===== src/iar_pkg.sv =====
// package for the instruction address register group
// assumes a single cpu clock; bit numbering follows machine positions
package iar_pkg;
    localparam int IAR_WORD_W = 36;
    localparam int IAR_ADDR_W = 15;
    localparam int IAR_TAG_W = 3;
    localparam int IAR_NUM_XR = 7;
    localparam int IAR_OPC_W = 10;
    localparam logic [14:0] IAR_TRAP_FORCE = 15'h4003;
    localparam logic [14:0] IAR_ADDR_RST = 15'h0000;
    localparam logic [35:0] IAR_WORD_RST = 36'h000000000;
    localparam logic IAR_MODE_RST = 1'b0;
    localparam logic [31:0] IAR_OFS_CTRL = 32'h00000000;
    localparam logic [31:0] IAR_OFS_STAT = 32'h00000004;
    localparam logic [31:0] IAR_OFS_PC = 32'h00000008;
    localparam logic [31:0] IAR_OFS_AR = 32'h0000000c;
    localparam logic [31:0] IAR_OFS_IBRL = 32'h00000010;
    localparam logic [31:0] IAR_OFS_IBRH = 32'h00000014;
    localparam int IAR_CTRL_DIAG = 0;
    localparam int IAR_CTRL_SEVEN = 1;
    localparam int IAR_CTRL_THREE = 2;
    localparam int IAR_STAT_MODE = 0;
    localparam int IAR_STAT_ODD = 1;
    localparam int IAR_STAT_CANCEL = 2;

    typedef enum logic [1:0] {
        IAR_IBR_HOLD,
        IAR_IBR_BUS,
        IAR_IBR_ACC,
        IAR_IBR_XAD
    } iar_ibr_src_t;

    typedef struct packed {
        logic [35:0] even_word;
        logic [35:0] odd_word;
        logic even_valid;
        logic odd_valid;
    } iar_bus_t;

    typedef struct packed {
        iar_ibr_src_t ibr_src;
        logic tag_from_bus;
        logic tag_from_ibr;
        logic tag_from_sr;
        logic ar_load;
        logic pc_load;
        logic [6:0] xr_load;
        logic trap_force;
        logic op_from_ibr;
        logic op_short;
        logic use_pc_addr;
        logic store_check;
    } iar_ctrl_t;
endpackage


===== src/iar_regs.sv =====
// instruction sequencing registers: backup, tag, address, counter, index
// assumes sequencer supplies one-cycle controls and index adder results
// Notes on behaviour
// [RQ1] backup register holds 36 bits, the next sequential instruction
// [RQ2] backup captures next instruction alongside current op load or data fetch
// [RQ3] index adder bits 3-17 load backup bits 21-35
// [RQ4] bus-loaded backup output follows bus at once; accumulator load is clocked
// [RQ5] on overlap start backup op field moves to operation register
// [RQ6] backup 18-20 feed tag register; 21-34 drive memory address switch
// [RQ7] backup 21-35 go to index adders for address modification
// [RQ8] backup 3-17 go to index adders for overlapped index instructions
// [RQ9] tag register loads from bus, backup, or storage word register
// [RQ10] seven-index mode decodes code; three-index mode ORs set bits
// [RQ11] power-on three-index; two commands switch mode
// [RQ12] address register 15 bits, loads only from index adders
// [RQ13] traps force address bits 3, 16, 17 on
// [RQ14] address bit 17 picks even/odd memory, or sets address bit 3 in diag
// [RQ15] address bit 3 or 17 updates odd flag, read back in status register; counter bit 17 picks the bus
// [RQ16] next counter formed at time 6, held, returned unchanged at time 1
// [RQ17] program counter loads only from adders; traps force bits 3, 16, 17
// [RQ18] overlapped store to next location cancels overlap
// [RQ19] counter bit 17 steers memory, or sets address bit 3 in diag
// [RQ20] odd counter gates even bus to storage/op, odd bus to backup
// [RQ21] seven identical 15-bit index registers
// [RQ22] short op field to positions s,8-9; long field to s,1-9
// [RQ23] index mode holds until opposite command or power-on
`timescale 1ns/1ps
module iar_regs
    import iar_pkg::*;
(
    input wire logic clk_i,
    input wire logic arst_n_i,
    input wire logic psel,
    input wire logic penable,
    input wire logic pwrite,
    input wire logic [31:0] paddr,
    input wire logic [31:0] pwdata,
    output logic [31:0] prdata,
    output logic pready,
    output logic pslverr,
    input wire iar_bus_t bus_i,
    input wire iar_ctrl_t ctrl_i,
    input wire logic [14:0] index_adder_out_i,
    input wire logic [35:0] accumulator_reg_i,
    input wire logic [35:0] storage_word_reg_i,
    input wire logic [14:0] store_addr_i,
    input wire logic enter_seven_index_mode_i,
    input wire logic enter_three_index_mode_i,
    output logic [35:0] instruction_backup_o,
    output logic [35:0] storage_gate_o,
    output logic [9:0] operation_code_reg_o,
    output logic [2:0] index_tag_reg_o,
    output logic [6:0] index_select_o,
    output logic [14:0] adder_a_o,
    output logic [14:0] adder_b_o,
    output logic [14:0] adder_xr_o,
    output logic [14:0] memory_address_switch_o,
    output logic mem_odd_o,
    output logic overlap_cancel_o
);
    // machine positions: bit 35 of a word is position s, bit 0 position 35
    logic [35:0] ibr_r, ibr_nxt;
    logic [2:0] tag_r, tag_nxt;
    logic [14:0] ar_r, ar_nxt;
    logic [14:0] pc_r, pc_nxt;
    logic [14:0] xr_r [IAR_NUM_XR];
    logic [9:0] opc_r;
    logic seven_r, diag_r, odd_r, cancel_r, bus_fresh_r;
    logic [31:0] rdata_r;
    logic [35:0] ibr_bus_word, sr_bus_word;
    logic [6:0] sel_seven, sel_three, sel;
    logic [14:0] xr_or;
    logic [14:0] mas_addr, mas_nxt;
    logic mas_odd;
    logic store_hit;
    logic wr_acc, rd_acc, wr_ctrl;

    // odd counter: odd bus to backup, even bus to storage/op path
    assign ibr_bus_word = pc_r[0] ? bus_i.odd_word : bus_i.even_word; // RQ20
    assign sr_bus_word = pc_r[0] ? bus_i.even_word : bus_i.odd_word; // RQ20

    always_comb begin
        ibr_nxt = ibr_r;
        unique case (ctrl_i.ibr_src)
            IAR_IBR_HOLD: ibr_nxt = ibr_r;
            IAR_IBR_BUS: ibr_nxt = ibr_bus_word; // RQ2
            IAR_IBR_ACC: ibr_nxt = accumulator_reg_i;
            IAR_IBR_XAD: ibr_nxt = {ibr_r[35:15], index_adder_out_i}; // RQ3
        endcase
    end

    // bus path is transparent: outputs follow the bus within the cycle
    assign instruction_backup_o = (ctrl_i.ibr_src == IAR_IBR_BUS) ? ibr_bus_word : ibr_r; // RQ4
    assign storage_gate_o = sr_bus_word;

    always_comb begin
        tag_nxt = tag_r;
        if (ctrl_i.tag_from_bus) begin
            tag_nxt = sr_bus_word[17:15]; // RQ9
        end else if (ctrl_i.tag_from_ibr) begin
            tag_nxt = ibr_r[17:15]; // RQ6
        end else if (ctrl_i.tag_from_sr) begin
            tag_nxt = storage_word_reg_i[17:15];
        end
    end

    // tag bits: bit 2 = position 18 (value 4), bit 0 = position 20 (value 1)
    genvar g;
    generate
        for (g = 0; g < IAR_NUM_XR; g++) begin : g_xr
            assign sel_seven[g] = (tag_r == 3'(g + 1)); // RQ10
            // only registers 1, 2 and 4 answer to a single tag bit; index stays in range
            assign sel_three[g] = (g == 0) ? tag_r[0] : (g == 1) ? tag_r[1] : (g == 3) ? tag_r[2] : 1'b0; // RQ10
            always_ff @(posedge clk_i or negedge arst_n_i) begin
                if (!arst_n_i) begin
                    xr_r[g] <= IAR_ADDR_RST;
                end else if (ctrl_i.xr_load[g]) begin
                    xr_r[g] <= index_adder_out_i; // RQ21
                end
            end
        end
    endgenerate
    assign sel = seven_r ? sel_seven : sel_three;

    // multiple selections in three-index mode are OR'ed together
    always_comb begin
        xr_or = '0;
        for (int i = 0; i < IAR_NUM_XR; i++) begin
            if (sel[i]) begin
                xr_or = xr_or | xr_r[i]; // RQ10
            end
        end
    end

    always_comb begin
        ar_nxt = ar_r;
        if (ctrl_i.ar_load) begin
            ar_nxt = index_adder_out_i; // RQ12
        end
        if (ctrl_i.trap_force) begin
            ar_nxt = ar_nxt | IAR_TRAP_FORCE; // RQ13
        end
    end

    // counter value arrives back unchanged through the adders at time 1
    always_comb begin
        pc_nxt = pc_r;
        if (ctrl_i.pc_load) begin
            pc_nxt = index_adder_out_i; // RQ16 RQ17
        end
        if (ctrl_i.trap_force) begin
            pc_nxt = pc_nxt | IAR_TRAP_FORCE; // RQ17
        end
    end

    // diag: bit 17 joins the address as bit 3, memory pick forced even
    assign mas_addr = ctrl_i.use_pc_addr ? pc_r : (ctrl_i.ibr_src == IAR_IBR_HOLD ? ar_r : {1'b0, ibr_r[14:1]});
    assign mas_odd = diag_r ? 1'b0 : mas_addr[0]; // RQ14 RQ19
    assign mas_nxt = diag_r ? {mas_addr[14] | mas_addr[0], mas_addr[13:0]} : mas_addr; // RQ14 RQ19

    // complement counter plus store address all-ones means equal
    assign store_hit = ctrl_i.store_check && ((~pc_r + store_addr_i) == 15'h7fff); // RQ18

    assign wr_acc = psel && penable && pwrite && pready;
    assign rd_acc = psel && !penable;
    assign wr_ctrl = wr_acc && (paddr == IAR_OFS_CTRL);

    always_ff @(posedge clk_i or negedge arst_n_i) begin
        if (!arst_n_i) begin
            ibr_r <= IAR_WORD_RST;
            tag_r <= '0;
            ar_r <= IAR_ADDR_RST;
            pc_r <= IAR_ADDR_RST;
        end else begin
            ibr_r <= ibr_nxt; // RQ1
            tag_r <= tag_nxt;
            ar_r <= ar_nxt;
            pc_r <= pc_nxt;
        end
    end

    // op field: short form to s,8-9; long form s,3-11 to s,1-9
    always_ff @(posedge clk_i or negedge arst_n_i) begin
        if (!arst_n_i) begin
            opc_r <= '0;
        end else if (ctrl_i.op_from_ibr) begin
            opc_r <= ctrl_i.op_short ? {ibr_r[35], 7'h00, ibr_r[34:33]}
                                     : {ibr_r[35], ibr_r[32:24]}; // RQ5 RQ22
        end
    end

    // a seven-index command, from software or instruction, wins over any three-index one
    always_ff @(posedge clk_i or negedge arst_n_i) begin
        if (!arst_n_i) begin
            seven_r <= IAR_MODE_RST; // RQ11
        end else if (enter_seven_index_mode_i || (wr_ctrl && pwdata[IAR_CTRL_SEVEN])) begin
            seven_r <= 1'b1; // RQ11 RQ23
        end else if (enter_three_index_mode_i || (wr_ctrl && pwdata[IAR_CTRL_THREE])) begin
            seven_r <= 1'b0; // RQ11 RQ23
        end
    end

    always_ff @(posedge clk_i or negedge arst_n_i) begin
        if (!arst_n_i) begin
            diag_r <= 1'b0;
            odd_r <= 1'b0;
            cancel_r <= 1'b0;
            bus_fresh_r <= 1'b0;
        end else begin
            if (wr_ctrl) begin
                diag_r <= pwdata[IAR_CTRL_DIAG];
            end
            if (ctrl_i.ar_load || ctrl_i.trap_force) begin
                odd_r <= diag_r ? ar_nxt[14] : ar_nxt[0]; // RQ15
            end
            cancel_r <= store_hit; // RQ18
            bus_fresh_r <= bus_i.even_valid | bus_i.odd_valid;
        end
    end

    always_ff @(posedge clk_i or negedge arst_n_i) begin
        if (!arst_n_i) begin
            operation_code_reg_o <= '0;
            index_tag_reg_o <= '0;
            index_select_o <= '0;
            adder_a_o <= '0;
            adder_b_o <= '0;
            adder_xr_o <= '0;
            memory_address_switch_o <= '0;
            mem_odd_o <= 1'b0;
            overlap_cancel_o <= 1'b0;
        end else begin
            operation_code_reg_o <= opc_r;
            index_tag_reg_o <= tag_r;
            index_select_o <= sel;
            adder_a_o <= ibr_r[14:0]; // RQ7
            adder_b_o <= ibr_r[32:18]; // RQ8
            adder_xr_o <= xr_or;
            memory_address_switch_o <= mas_nxt; // RQ6
            mem_odd_o <= mas_odd;
            overlap_cancel_o <= store_hit; // RQ18
        end
    end

    // apb: no wait states, read data latched in setup
    always_comb begin
        rdata_r = 32'h00000000;
        unique case (paddr)
            IAR_OFS_CTRL: rdata_r = {29'h0, seven_r, seven_r, diag_r};
            IAR_OFS_STAT: rdata_r = {28'h0, bus_fresh_r, cancel_r, odd_r, seven_r};
            IAR_OFS_PC: rdata_r = {17'h0, pc_r};
            IAR_OFS_AR: rdata_r = {17'h0, ar_r};
            IAR_OFS_IBRL: rdata_r = ibr_r[31:0];
            IAR_OFS_IBRH: rdata_r = {28'h0, ibr_r[35:32]};
            default: rdata_r = 32'h00000000;
        endcase
    end

    always_ff @(posedge clk_i or negedge arst_n_i) begin
        if (!arst_n_i) begin
            prdata <= '0;
            pready <= 1'b0;
            pslverr <= 1'b0;
        end else begin
            if (rd_acc) begin
                prdata <= rdata_r;
            end
            pready <= psel && !penable;
            pslverr <= psel && !penable && (paddr > IAR_OFS_IBRH || paddr[1:0] != 2'b00);
        end
    end

    a_mode_reset: assert property (@(posedge clk_i) $rose(arst_n_i) |-> !seven_r) // RQ11
        else $error("mode not three-index after reset");
    a_mode_seven: assert property (@(posedge clk_i) disable iff (!arst_n_i)
        enter_seven_index_mode_i |=> seven_r) // RQ11
        else $error("seven-index command ignored");
    a_mode_hold: assert property (@(posedge clk_i) disable iff (!arst_n_i)
        !enter_seven_index_mode_i && !enter_three_index_mode_i && !wr_ctrl |=> $stable(seven_r)) // RQ23
        else $error("mode changed with no command");
    a_trap_force: assert property (@(posedge clk_i) disable iff (!arst_n_i)
        ctrl_i.trap_force |=> (ar_r[14] && ar_r[1] && ar_r[0] && pc_r[14] && pc_r[1] && pc_r[0])) // RQ13
        else $error("trap did not force bits");
    a_pc_only_adder: assert property (@(posedge clk_i) disable iff (!arst_n_i)
        !ctrl_i.pc_load && !ctrl_i.trap_force |=> $stable(pc_r)) // RQ17
        else $error("counter changed without load");
    a_ar_load: assert property (@(posedge clk_i) disable iff (!arst_n_i)
        ctrl_i.ar_load && !ctrl_i.trap_force |=> ar_r == $past(index_adder_out_i)) // RQ12
        else $error("address register load wrong");
    a_three_or: assert property (@(posedge clk_i) disable iff (!arst_n_i)
        !seven_r && tag_r == 3'h3 |-> sel == 7'h03) // RQ10
        else $error("three-index or selection wrong");
    a_seven_one: assert property (@(posedge clk_i) disable iff (!arst_n_i)
        seven_r && tag_r != 3'h0 |-> $onehot(sel)) // RQ10
        else $error("seven-index selection not single");
    a_cancel_hit: assert property (@(posedge clk_i) disable iff (!arst_n_i)
        ctrl_i.store_check && store_addr_i == pc_r |=> overlap_cancel_o) // RQ18
        else $error("overlap not cancelled");
    a_ibr_xad: assert property (@(posedge clk_i) disable iff (!arst_n_i)
        ctrl_i.ibr_src == IAR_IBR_XAD |=> ibr_r[14:0] == $past(index_adder_out_i)) // RQ3
        else $error("adder not loaded into backup");
    a_ibr_xad_high: assert property (@(posedge clk_i) disable iff (!arst_n_i)
        ctrl_i.ibr_src == IAR_IBR_XAD |=> ibr_r[35:15] == $past(ibr_r[35:15])) // RQ3
        else $error("adder load disturbed upper backup bits");
    a_ibr_bus_pass: assert property (@(posedge clk_i) disable iff (!arst_n_i)
        ctrl_i.ibr_src == IAR_IBR_BUS |-> instruction_backup_o == ibr_bus_word) // RQ4
        else $error("backup output not following bus");
    a_ibr_bus_load: assert property (@(posedge clk_i) disable iff (!arst_n_i)
        ctrl_i.ibr_src == IAR_IBR_BUS |=> ibr_r == $past(ibr_bus_word)) // RQ2
        else $error("backup did not capture bus word");
    a_ibr_acc_load: assert property (@(posedge clk_i) disable iff (!arst_n_i)
        ctrl_i.ibr_src == IAR_IBR_ACC |=> ibr_r == $past(accumulator_reg_i)) // RQ4
        else $error("backup did not capture accumulator");
    a_ibr_hold: assert property (@(posedge clk_i) disable iff (!arst_n_i)
        ctrl_i.ibr_src == IAR_IBR_HOLD |=> $stable(ibr_r)) // RQ1
        else $error("backup changed while holding");
    a_gate_odd: assert property (@(posedge clk_i) disable iff (!arst_n_i)
        pc_r[0] |-> ibr_bus_word == bus_i.odd_word && storage_gate_o == bus_i.even_word) // RQ20
        else $error("odd counter bus gating wrong");
    a_gate_even: assert property (@(posedge clk_i) disable iff (!arst_n_i)
        !pc_r[0] |-> ibr_bus_word == bus_i.even_word && storage_gate_o == bus_i.odd_word) // RQ20
        else $error("even counter bus gating wrong");
    a_tag_bus: assert property (@(posedge clk_i) disable iff (!arst_n_i)
        ctrl_i.tag_from_bus |=> tag_r == $past(sr_bus_word[17:15])) // RQ9
        else $error("tag not loaded from bus");
    a_tag_ibr: assert property (@(posedge clk_i) disable iff (!arst_n_i)
        ctrl_i.tag_from_ibr && !ctrl_i.tag_from_bus |=> tag_r == $past(ibr_r[17:15])) // RQ6
        else $error("tag not loaded from backup");
    a_tag_sr: assert property (@(posedge clk_i) disable iff (!arst_n_i)
        ctrl_i.tag_from_sr && !ctrl_i.tag_from_bus && !ctrl_i.tag_from_ibr
        |=> tag_r == $past(storage_word_reg_i[17:15])) // RQ9
        else $error("tag not loaded from storage word");
    a_pc_load: assert property (@(posedge clk_i) disable iff (!arst_n_i)
        ctrl_i.pc_load && !ctrl_i.trap_force |=> pc_r == $past(index_adder_out_i)) // RQ16
        else $error("counter not returned unchanged");
    a_ar_hold: assert property (@(posedge clk_i) disable iff (!arst_n_i)
        !ctrl_i.ar_load && !ctrl_i.trap_force |=> $stable(ar_r)) // RQ12
        else $error("address register counted on its own");
    a_three_none: assert property (@(posedge clk_i) disable iff (!arst_n_i)
        !seven_r |-> !sel[2] && !sel[4] && !sel[5] && !sel[6]) // RQ10
        else $error("three-index mode selected a high register");
    a_seven_zero: assert property (@(posedge clk_i) disable iff (!arst_n_i)
        seven_r && tag_r == 3'h0 |-> sel == 7'h00) // RQ10
        else $error("zero tag selected a register");
    a_mode_three: assert property (@(posedge clk_i) disable iff (!arst_n_i)
        enter_three_index_mode_i && !enter_seven_index_mode_i && !wr_ctrl |=> !seven_r) // RQ11
        else $error("three-index command ignored");
    a_mode_write: assert property (@(posedge clk_i) disable iff (!arst_n_i)
        wr_ctrl && pwdata[IAR_CTRL_SEVEN] |=> seven_r) // RQ11
        else $error("seven-index write ignored");
    a_cancel_miss: assert property (@(posedge clk_i) disable iff (!arst_n_i)
        !ctrl_i.store_check |=> !overlap_cancel_o) // RQ18
        else $error("overlap cancelled with no store");
    a_mas_normal: assert property (@(posedge clk_i) disable iff (!arst_n_i)
        !diag_r |=> memory_address_switch_o == $past(mas_addr) && mem_odd_o == $past(mas_addr[0])) // RQ14
        else $error("normal mode address steering wrong");
    a_mas_diag: assert property (@(posedge clk_i) disable iff (!arst_n_i)
        diag_r && mas_addr[0] |=> !mem_odd_o && memory_address_switch_o[14]) // RQ14 RQ19
        else $error("diagnostic address bit not set");
    a_op_long: assert property (@(posedge clk_i) disable iff (!arst_n_i)
        ctrl_i.op_from_ibr && !ctrl_i.op_short |=> opc_r[8:0] == $past(ibr_r[32:24])) // RQ5 RQ22
        else $error("long operation field misplaced");
    a_op_short: assert property (@(posedge clk_i) disable iff (!arst_n_i)
        ctrl_i.op_from_ibr && ctrl_i.op_short |=> opc_r[1:0] == $past(ibr_r[34:33])) // RQ5 RQ22
        else $error("short operation field misplaced");
    a_xr_load: assert property (@(posedge clk_i) disable iff (!arst_n_i)
        ctrl_i.xr_load[0] |=> xr_r[0] == $past(index_adder_out_i)) // RQ21
        else $error("index register not loaded");
    a_odd_flag: assert property (@(posedge clk_i) disable iff (!arst_n_i)
        ctrl_i.ar_load && !ctrl_i.trap_force && !diag_r |=> odd_r == $past(index_adder_out_i[0])) // RQ15
        else $error("odd flag not following address");
    a_pready_one: assert property (@(posedge clk_i) disable iff (!arst_n_i)
        psel && !penable |=> pready)
        else $error("no ready after setup");
    a_pready_drop: assert property (@(posedge clk_i) disable iff (!arst_n_i)
        pready |=> !pready)
        else $error("ready held longer than one cycle");
endmodule


===== config.mk =====
export PLATFORM = sky130hd
export DESIGN_NAME = iar_regs
export DESIGN_NICKNAME = d
export VERILOG_FILES = /design/src/iar_pkg.sv /design/src/iar_regs.sv
export SDC_FILE = /design/constraint.sdc
export NUM_CORES = 1
export LEC_CHECK = 0
export BUFFER_PORTS_ARGS = -buffer_cell sky130_fd_sc_hd__buf_4
export CORE_MARGIN = 4
export CORE_UTILIZATION = 50
export CTS_CLUSTER_DIAMETER = 40
export CTS_CLUSTER_SIZE = 8
export DETAILED_ROUTE_END_ITERATION = 16
export GPL_TIMING_DRIVEN = 0
export PLACE_DENSITY = 0.86
export SETUP_SLACK_MARGIN = 0.5
export SLEW_MARGIN = 20
export SYNTH_ARGS = -nofsm -noshare
export SYNTH_HDL_FRONTEND = slang
export SYNTH_SLANG_ARGS = --single-unit
export TNS_END_PERCENT = 1

===== constraint.sdc =====
create_clock -name clk_i -period 8.5 [get_ports clk_i]
set_input_delay 0.425 -clock clk_i [delete_from_list [all_inputs] [get_ports clk_i]]
set_output_delay 0.425 -clock clk_i [all_outputs]
set_load 0.01 [all_outputs]

Word-level counts from Yosys, hierarchy flattened
Cells that the tools add are included.
W data, S select, Z words.
{"block": "word_totals", "register_bits": 304, "inputBits": 266, "wordCells": 110}
{"block": "classes", "n_addsub": 1, "magnitude_cmp": 1, "n_eq_ne": 16, "n_mux": 28, "bitwise": 11, "reduce_logical": 22}
{"operator": "$mux W15", "count": 14}
{"operator": "$pmux W32 S6", "count": 1}
{"operator": "$mux W36", "count": 3}
{"operator": "$pmux W36 S3", "count": 1}
{"operator": "$or A15 B15 Y15", "count": 6}
{"operator": "$eq A32 B4 Y1 const B", "count": 2}
{"operator": "$eq A32 B5 Y1 const B", "count": 2}
{"operator": "$eq A32 B3 Y1 const B", "count": 1}
{"operator": "$gt A32 B5 Y1 const B", "count": 1}
{"operator": "$logic_not A32 Y1", "count": 1}
{"operator": "$add A15 B15 Y15", "count": 1}
{"operator": "$eq A15 B15 Y1 const B", "count": 1}
{"operator": "$not A15 Y15", "count": 1}
{"operator": "$eq A3 B3 Y1 const B", "count": 4}
{"operator": "$logic_and A1 B1 Y1", "count": 9}
{"operator": "$mux W3", "count": 3}
{"operator": "$mux W9", "count": 1}
{"operator": "$reduce_bool A2 Y1", "count": 4}
{"operator": "$mux W7", "count": 1}
{"operator": "$eq A3 B2 Y1 const B", "count": 2}
{"operator": "$eq A2 B2 Y1 const B", "count": 2}
{"operator": "$logic_or A1 B1 Y1", "count": 4}
{"operator": "$mux W1", "count": 4}
{"operator": "$eq A3 B1 Y1 const B", "count": 1}
{"operator": "7 further kinds", "count": 9}

Logic depth before layout (Yosys ltp)
Gate-level depths: netlist of run 1.
{"block": "depth", "depth_word": 15, "mapped_depth": 13, "depth_no_buf": 11}

Worst setup path after synthesis of run 1
OpenSTA, ideal clock, no wires.
{"block": "synth_timing", "path_type": "reg2reg", "from": "register pc_r[0]", "to": "register overlap_cancel_o", "setup_ns": 0.111, "arrival_ns": 3.668, "required_ns": 8.389, "setup_slack_ns": 4.720, "path_stages_with_launch": 14, "path_buffers": 2, "cell_sequence": "dfrtp_1 clkbuf_1 buf_1 inv_1 ha_1 inv_1 fa_1 nand2b_1 a21oi_1 mux2_2 a211o_1 or4_1 or4_1 a2111oi_2"}
{"block": "synth_between", "elab_chain_len": 4}
{"element": "start, declared", "line": "iar_regs.sv:65", "source": "logic [14:0] pc_r, pc_nxt;"}
{"element": "start signal, assigned", "line": "iar_regs.sv:178", "source": "pc_r <= pc_nxt;"}
{"element": "$not A15 Y15", "line": "iar_regs.sv:162", "source": "assign store_hit = ctrl_i.store_check && ((~pc_r + store_addr_i) == 15'h7fff);"}
{"element": "$add A15 B15 Y15", "line": "iar_regs.sv:162"}
{"element": "$eq A15 B15 Y1", "line": "iar_regs.sv:162"}
{"element": "$logic_and A1 B1 Y1", "line": "iar_regs.sv:162"}
{"element": "via store_hit", "line": "iar_regs.sv:75", "source": "logic store_hit;"}
{"element": "end signal, assigned", "line": "iar_regs.sv:241", "source": "overlap_cancel_o <= store_hit;"}
{"element": "end, declared", "line": "iar_regs.sv:59", "source": "output logic overlap_cancel_o"}
The timed path passes the listed nets, and every way through them passes these cells.
A chain may end at the register's enable or synchronous reset.

Worst setup path after layout of run 1
Ends and elaborated chain as after synthesis.

==> results.py, run 1 <==
metrics = {
    "finish": {
        "fin_nets": 1935,
        "most-common-layout-cells": "buf_4 (366), dfrtp_1 (304), mux2_2 (172)",
        "layout_commonest_cell": "buf_4",
        "areaGrowthSynthToFinish_pct": 33.1,
        "drive_above_1_share_pct": 37.7,
        "fill_cells": 2064,
        "multi_input_comb_area_mm2": 0.00598,
        "fin_cells": 2038,
        "regArea_mm2": 0.00761,
    },
    "grt": {
        "grt_max_degree": 89,
        "grt-ovfl-total": 0,
        "grt.total_usage_pct": 33.7,
        "grt_pass1_vias": 12800,
        "grt_pass1_wl_um": 78900,
        "antenna_found_initial": 2,
    },
    "yosys": {
        "async_flop_share_pct": 100,
        "synth_edf_count": 0,
        "yosysWarnings": 0,
        "synth.avg_cell_area_um2": 11.4,
        "synth_ff_type": "dfrtp_1",
        "yosysSeqAreaShare_pct": 54.1,
        "synth_area_mm2": 0.0141,
        "synth.distinct_cells": 55,
        "synthCells": 1234,
        "synth_top_area_share_pct": 54.1,
        "ys_ff_latch": 304,
        "yosys.area.top_type": "dfrtp_1",
        "syn_nets": 1519,
        "synth.area.top_cells": "dfrtp_1 (54%), mux2_2 (14%), mux2i_1 (4.4%)",
    },
    "sta": {
        "grt_setup_unrepaired": "no",
        "tightest_slew_ps": 1170,
        "max_freq_mhz": 205,
        "finalSetupTns_ps": 0,
        "fin_crit_sh_pct": 57.4,
        "drv_slew": 0,
        "fin_skew_ps": 24.8,
        "finalSetupViolations": 0,
        "post-route-min-period_ps": 4870,
        "hold_viol": 0,
        "slew_headroom_pct": 21.7,
    },
    "worst_setup_path": {
        "end_kind": "flop",
        "startpoint_type": "flop",
        "arrival_ps": 5280,
        "critical_path_class": "reg2reg",
        "critPathRequiredTime_ps": 8910,
        "crit_fanout": 10,
    },
    "place": {
        "dp_cells": 1979,
        "numPortBuffers": 364,
        "globalplace.congestion": 1.02,
        "hpwl_um": 39600,
    },
    "detailed_routing": {
        "first_pass_iters": 8,
        "ant_nets": 0,
        "vias": 12500,
        "drc_errors": 0,
        "drt-wirelength-per-cell_um": 26.3,
        "route.final.wire_length_um": 53500,
        "vias_per_cell": 6.15,
        "drtIter0Drc": 1487,
    },
    "outcome": {
        "status": "finished, final reports clean",
    },
    "pwr": {
        "p_leak_nw": 8.70,
        "max-vdd-ir-drop_mv": 0.152,
        "powerDensity_mw_per_mm2": 228,
    },
    "floorplanning": {
        "die_width_um": 176,
        "dieArea_mm2": 0.0309,
        "rows": 61,
        "die_h_um": 176,
        "ios": 454,
        "core_mm2": 0.0278,
        "start_util_pct": 50.7,
    },
    "clocking": {
        "root_buffer": "clkbuf_16",
        "cts_tree": "yes",
        "cts_made_buffers": 46,
        "cts.clk_slew.worst_paths_ps": 50,
        "clock-sinks": 304,
        "cts_max_level": 2,
        "cts_buffer_depth": 3,
        "clkLatencyLatePin_ps": 560,
        "post_cts_resized": 0,
    },
    "hold_path": {
        "min_path_type": "in2reg",
    },
    "run": {
        "cap_violations": 0,
    },
}
## flip-flops by register name, indices dropped and copies added (netlist names), 7 cells and up
name	cells
pc_r	15
index_select_o	7
prdata	32
opc_r	10
memory_address_switch_o	15
ibr_r	36
xr_r	105
operation_code_reg_o	10
ar_r	15
adder_xr_o	15
adder_b_o	15
adder_a_o	15
## power breakdown
group          internal, mW  total (mW)  leakage [nW]  switching, mW
combinational         0.393       0.838          4.37          0.445
sequential             1.62        1.75          3.67          0.130
clock                  1.05        1.70         0.651          0.650
total                  3.06        4.28          8.70           1.22
## per-layer routing
layer	share of wire, %	wire (um)	vias up	global-route usage [%]
met5	0.021	11	-	0
met4	4.2	2240	2	13.4
met3	10	5580	167	8.72
met2	47	25300	832	55.2
met1	38	20400	6249	43.3
li1	-	-	5287	-
## worst max-delay path, cell delays in order (launching register included)
cell and delay (ps):
dfrtp_1 340, clkbuf_1 600, buf_1 780, inv_1 300, ha_1 300, inv_1 70
fa_1 410, nand4b_1 210, a211oi_1 240, nand4_1 120, or4_1 530, or4_1 430
a2111oi_2 420
## synthesized netlist by cell type (3+ instances only)
library cell,n
or2_2,4
and2_1,4
mux2_2,172
nand2b_1,3
ha_1,18
buf_4,3
mux2i_1,62
a21o_1,3
buf_1,6
nor2_1,55
nand2_1,120
a22o_1,5
o211ai_1,23
nor3_1,6
a222oi_1,22
clkbuf_2,9
nor4_1,6
a22oi_1,53
o21a_1,22
a21oi_1,58
o31ai_1,4
nand4_1,5
inv_1,29
o21ai_0,77
a211oi_1,3
nand3_1,33
dfrtp_1,304
clkbuf_1,76
nand3b_1,7
nor3b_1,3
xor2_1,4
mux4_2,3
## path summary, 6_finish.rpt
| kind | start | end | slack [ps] | depth (start not counted) |
|---|---|---|---|---|
| min in group asynchronous | arst_n_i | index_tag_reg_o[1]$_DFF_PN0_ | 420 | 2 |
| max in group asynchronous | arst_n_i | pc_r[4]$_DFFE_PN0P_ | 6890 | 4 |
| min reg2reg | opc_r[1]$_DFFE_PN0P_ | operation_code_reg_o[1]$_DFF_PN0_ | 380 | 0 |
| max reg2reg | pc_r[0]$_DFFE_PN0P_ | overlap_cancel_o$_DFF_PN0_ | 3630 | 12 |
| max | pc_r[0]$_DFFE_PN0P_ | overlap_cancel_o$_DFF_PN0_ | 3630 | 12 |
| min | enter_seven_index_mode_i | seven_r$_DFFE_PN0P_ | 90 | 2 |
## cells by family after synthesis
| kind of cell | count (synthesis) | share of synthesized area, % |
|---|---|---|
| simple gates | 262 | 8.39 |
| fa+ha+maj | 19 | 1.74 |
| flops | 304 | 54.1 |
| compound gates | 281 | 13.3 |
| buf+inv | 125 | 3.50 |
| mux | 237 | 18.7 |
| xor+xnor | 6 | 0.373 |
## cell type report
type / count / share of cell area [%]
diodes: 1 / 0.0134
plain buffers: 95 / 2.03
clock buffers: 49 / 6.31
clock inverters: 8 / 0.842
inverters: 30 / 0.601
multi-input cells: 805 / 31.9
flip-flops and latches: 304 / 40.6
well taps: 378 / 2.52
repair buffers: 368 / 15.1
## repair_timing
| item | in CTS | in global routing |
|---|---|---|
| endpoints found under the hold margin | 71 | 0 |
| setup buffers | 0 | 0 |
| hold buffers | 1 | 0 |
## through the flow
stage	hold slack, ps	utilization, %	power [mW]	cell area, um2	worst slack, ps
final	87.2	67.4	4.28	18700	3630
after global routing	83.1	67.4	4.43	18700	3460
after CTS	77.0	67.4	4.28	18700	3690
after detailed placement	367	62.5	2.58	17400	3700
after global placement	355	62.2	2.55	17300	3760
after floorplan	129	-	2.12	14100	4720
Power figures use the tool's default switching activity.
==> run 2: changes to the inputs <==
--- a/config.mk
+++ b/config.mk
@@ -5,6 +5,7 @@
 export SDC_FILE = /design/constraint.sdc
 export NUM_CORES = 1
 export LEC_CHECK = 0
+export ABC_AREA = 1
 export BUFFER_PORTS_ARGS = -buffer_cell sky130_fd_sc_hd__buf_4
 export CORE_MARGIN = 4
 export CORE_UTILIZATION = 50
@@ -12,7 +13,7 @@
 export CTS_CLUSTER_SIZE = 8
 export DETAILED_ROUTE_END_ITERATION = 16
 export GPL_TIMING_DRIVEN = 0
-export PLACE_DENSITY = 0.86
+export PLACE_DENSITY = 0.85
 export SETUP_SLACK_MARGIN = 0.5
 export SLEW_MARGIN = 20
 export SYNTH_ARGS = -nofsm -noshare
==> constraint.sdc (replaced) <==
create_clock -name clk_i -period 4.7 [get_ports clk_i]
set_input_delay 0.235 -clock clk_i [delete_from_list [all_inputs] [get_ports clk_i]]
set_output_delay 0.235 -clock clk_i [all_outputs]
set_load 0.01 [all_outputs]
==> run 2 against run 1 <==
Sequential share of layout area decreased by 2.8 points. Die area increased by 5.0%. Register-to-register slack got worse by 1700 ps. Sequential cell count unchanged. Cell count increased by 33%. Sequential power increased by 77%. Clock-buffer cell count increased by 11. Global-route usage decreased by 1.7 points. First-iteration DRC count decreased by 8.3%. Area after synthesis increased by 5.3%.
==> results.py, run 2 <==
metrics = {
    "grt": {
        "grt-ovfl-total": 0,
        "grt.total_usage_pct": 32.0,
        "grt_max_degree": 106,
        "grt_pass1_vias": 15100,
        "antenna_found_initial": 1,
        "grt_pass1_wl_um": 83200,
    },
    "floorplanning": {
        "dieArea_mm2": 0.0325,
        "core_mm2": 0.0289,
        "die_width_um": 180,
        "start_util_pct": 51.2,
        "rows": 62,
        "ios": 454,
        "die_h_um": 180,
    },
    "place": {
        "globalplace.congestion": 0.973,
        "hpwl_um": 41300,
        "pre_cts_ws_ps": 1930,
        "numPortBuffers": 380,
    },
    "sta": {
        "fin_skew_ps": 13.6,
        "fin_crit_sh_pct": 61.3,
        "finalSetupViolations": 0,
        "slew_headroom_pct": 50.4,
        "drv_slew": 0,
        "hold_viol": 0,
        "post-route-min-period_ps": 2880,
        "finalSetupTns_ps": 0,
        "finalWorstSetupSlack_ps": 1820,
        "timing.hold.ws_ps": 9.05,
        "grt_setup_unrepaired": "no",
        "max_freq_mhz": 347,
        "tightest_slew_ps": 744,
    },
    "pwr": {
        "max-vdd-ir-drop_mv": 0.297,
        "p_leak_nw": 10.3,
        "fin_total_pwr_mw": 8.01,
        "powerDensity_mw_per_mm2": 399,
    },
    "worst_setup_path": {
        "r2r.worst_path.cells": 15,
        "arrival_ps": 2640,
        "endpoint": "storage_gate_o[28]",
        "reg2reg_to": "overlap_cancel_o$_DFF_PN0_",
        "cp.depth": 7,
        "slowest_delay_ps": 580,
        "path_delay_family": "buffers and inverters",
        "crit_fanout": 10,
        "reg2reg_slack_ps": 1920,
        "crit_slowest_cell": "dfrtp_1",
        "startpoint_type": "flop",
        "critical_path_class": "reg2out",
        "end_kind": "output pin",
        "startpoint": "pc_r[0]$_DFFE_PN0P_",
        "cp_cell_sequence": "buf_4, buf_6, buf_2, buf_2, nand2_1, o21ai_0, buf_4",
        "critPathBufInv": 5,
        "critPathRequiredTime_ps": 4470,
        "reg2reg_from": "pc_r[0]$_DFFE_PN0P_",
    },
    "outcome": {
        "status": "finished, final reports clean",
    },
    "yosys": {
        "yosys.area_share.simple_pct": 18.5,
        "yosys.area.top_type": "dfrtp_1",
        "synth_area_mm2": 0.0148,
        "synth_ff_type": "dfrtp_1",
        "synth_top_area_share_pct": 51.3,
        "synth_compound_area_share_pct": 18.8,
        "synth_top_family_by_area": "compound AO/OA/AOI/OAI gates",
        "synthCells": 1835,
        "yosysMostFrequentCell": "nand2_1",
        "yosysWarnings": 0,
        "synth_edf_count": 0,
        "synth.area.mux_share_pct": 0.0760,
        "async_flop_share_pct": 100,
        "ys_ff_latch": 304,
        "syn_nets": 2120,
        "synth.distinct_cells": 42,
        "synth-adder-area-share_pct": 1.65,
        "synth_xor_area_share_pct": 0.0591,
        "synthTopCellsByCount": "nand2_1 (463), dfrtp_1 (304), inv_1 (255)",
        "synth.area.top_cells": "dfrtp_1 (51%), nand2_1 (12%), o21ai_0 (6.8%)",
        "yosysSeqAreaShare_pct": 51.3,
        "synth.avg_cell_area_um2": 8.08,
    },
    "finish": {
        "areaGrowthSynthToFinish_pct": 35.6,
        "largest_reg_flops": 105,
        "drive_above_1_share_pct": 22.6,
        "reg_top3": "xr_r: 105 flops, ibr_r: 36 flops, prdata: 32 flops",
        "fin_nets": 2589,
        "regMostFlops": "xr_r",
        "antenna_cells": 0,
        "most-common-layout-cells": "nand2_1 (463), buf_4 (384), dfrtp_1 (304)",
        "layout_commonest_cell": "nand2_1",
    },
    "detailed_routing": {
        "wl_met3_um": 4710,
        "wl_met1_um": 20700,
        "drt-wirelength-per-cell_um": 19.9,
        "drtIter0Drc": 1364,
        "first_pass_iters": 6,
        "vias": 15100,
        "route.final.wire_length_um": 53800,
        "top_layer": "met5",
        "vias_per_cell": 5.58,
        "dr_wl_met2_um": 25900,
        "ant_nets": 0,
        "drc_errors": 0,
    },
    "clocking": {
        "cts_max_level": 2,
        "cts_setup_buffers": 0,
        "root_buffer": "clkbuf_16",
        "cts_buffer_depth": 3,
        "cts_made_buffers": 50,
        "cts.clk_slew.worst_paths_ps": 50,
        "clkLatencyLatePin_ps": 550,
        "clock-sinks": 304,
        "cts_tree": "yes",
    },
    "hold_path": {
        "min_path_type": "in2reg",
    },
    "run": {
        "cap_violations": 0,
    },
}
run 2: cell count changes in the layout (fill, tap and decap cells not counted), moves of 21 or more:
cell / delta
mux2_2: -171
nand2_1: +343
o22ai_1: +25
inv_1: +226
dlygate4sd3_1: +33
o21ai_0: +124
mux2i_1: -62
a21oi_1: +74
o21ai_1: +21
nor2_1: +61
o21a_1: -22
a222oi_1: -22
run 2: routing by layer:
| layer | global-route usage, % | up-vias |
|---|---|---|
| met5 | 0 | - |
| met4 | 12.8 | 2 |
| met3 | 6.76 | 178 |
| met2 | 53.7 | 872 |
| met1 | 40.9 | 7160 |
| li1 | - | 6900 |
run 2: kinds of logic after synthesis:
kind of cell / count (synthesis)
AOI/OAI and AO/OA: 476
DFF: 304
xor gates and xnor gates: 1
adders and majority gates: 19
muxes: 1
buffers and inverters: 357
and+or+nand+nor: 677
run 2: how the worst min path moves through the flow:
| stage | endpoint | cells after the start | slack [ps] | start |
|---|---|---|---|---|
| global route | xr_r[72]$_DFFE_PN0P_ | 3 | 10 | index_adder_out_i[12] |
| CTS | ibr_r[7]$_DFFE_PN0P_ | 3 | 1 | accumulator_reg_i[7] |
| finish | ibr_r[10]$_DFFE_PN0P_ | 3 | 9 | accumulator_reg_i[10] |
| floorplan | adder_a_o[0]$_DFF_PN0_ | 0 | -60 | arst_n_i |
| global placement | operation_code_reg_o[7]$_DFF_PN0_ | 0 | 360 | opc_r[7]$_DFFE_PN0P_ |
| detailed placement | xr_r[57]$_DFFE_PN0P_ | 1 | 190 | arst_n_i |
run 2: power breakdown:
part | internal (mW) | switching [mW] | total [mW]
logic | 0.654 | 0.928 | 1.58
registers | 2.91 | 0.189 | 3.10
clock network | 2.14 | 1.19 | 3.33
total | 5.71 | 2.31 | 8.01
run 2: repair_timing:
item                      4_1_cts  5_1_grt
resized for setup               0        0
hold endpoints to repair      104        0
hold buffers                   34        0
run 2: cell type report:
| type | instances | area [um2] |
|---|---|---|
| Buffer | 94 | 429 |
| Clock buffer | 60 | 1370 |
| Clock inverter | 12 | 146 |
| Fill cell | 2184 | 8840 |
| Inverter | 263 | 988 |
| Multi-Input combinational cell | 1174 | 5790 |
| Sequential cell | 304 | 7610 |
| Tap cell | 384 | 480 |
| Timing Repair Buffer | 417 | 3280 |
run 2: metrics by stage:
stage | cells | util, % | area [um2]
floorplan | 1835 | - | 14800
global placement | 2599 | 62.7 | 18200
detailed placement | 2602 | 63.0 | 18200
CTS | 2708 | 69.5 | 20100
global route | 2708 | 69.5 | 20100
finish | 2708 | 69.5 | 20100
run 2: worst min-delay path, delay by kind of cell:
kind	cells	cell delay (ps)
buffers and inverters	1	90
AOI/OAI and AO/OA	2	180
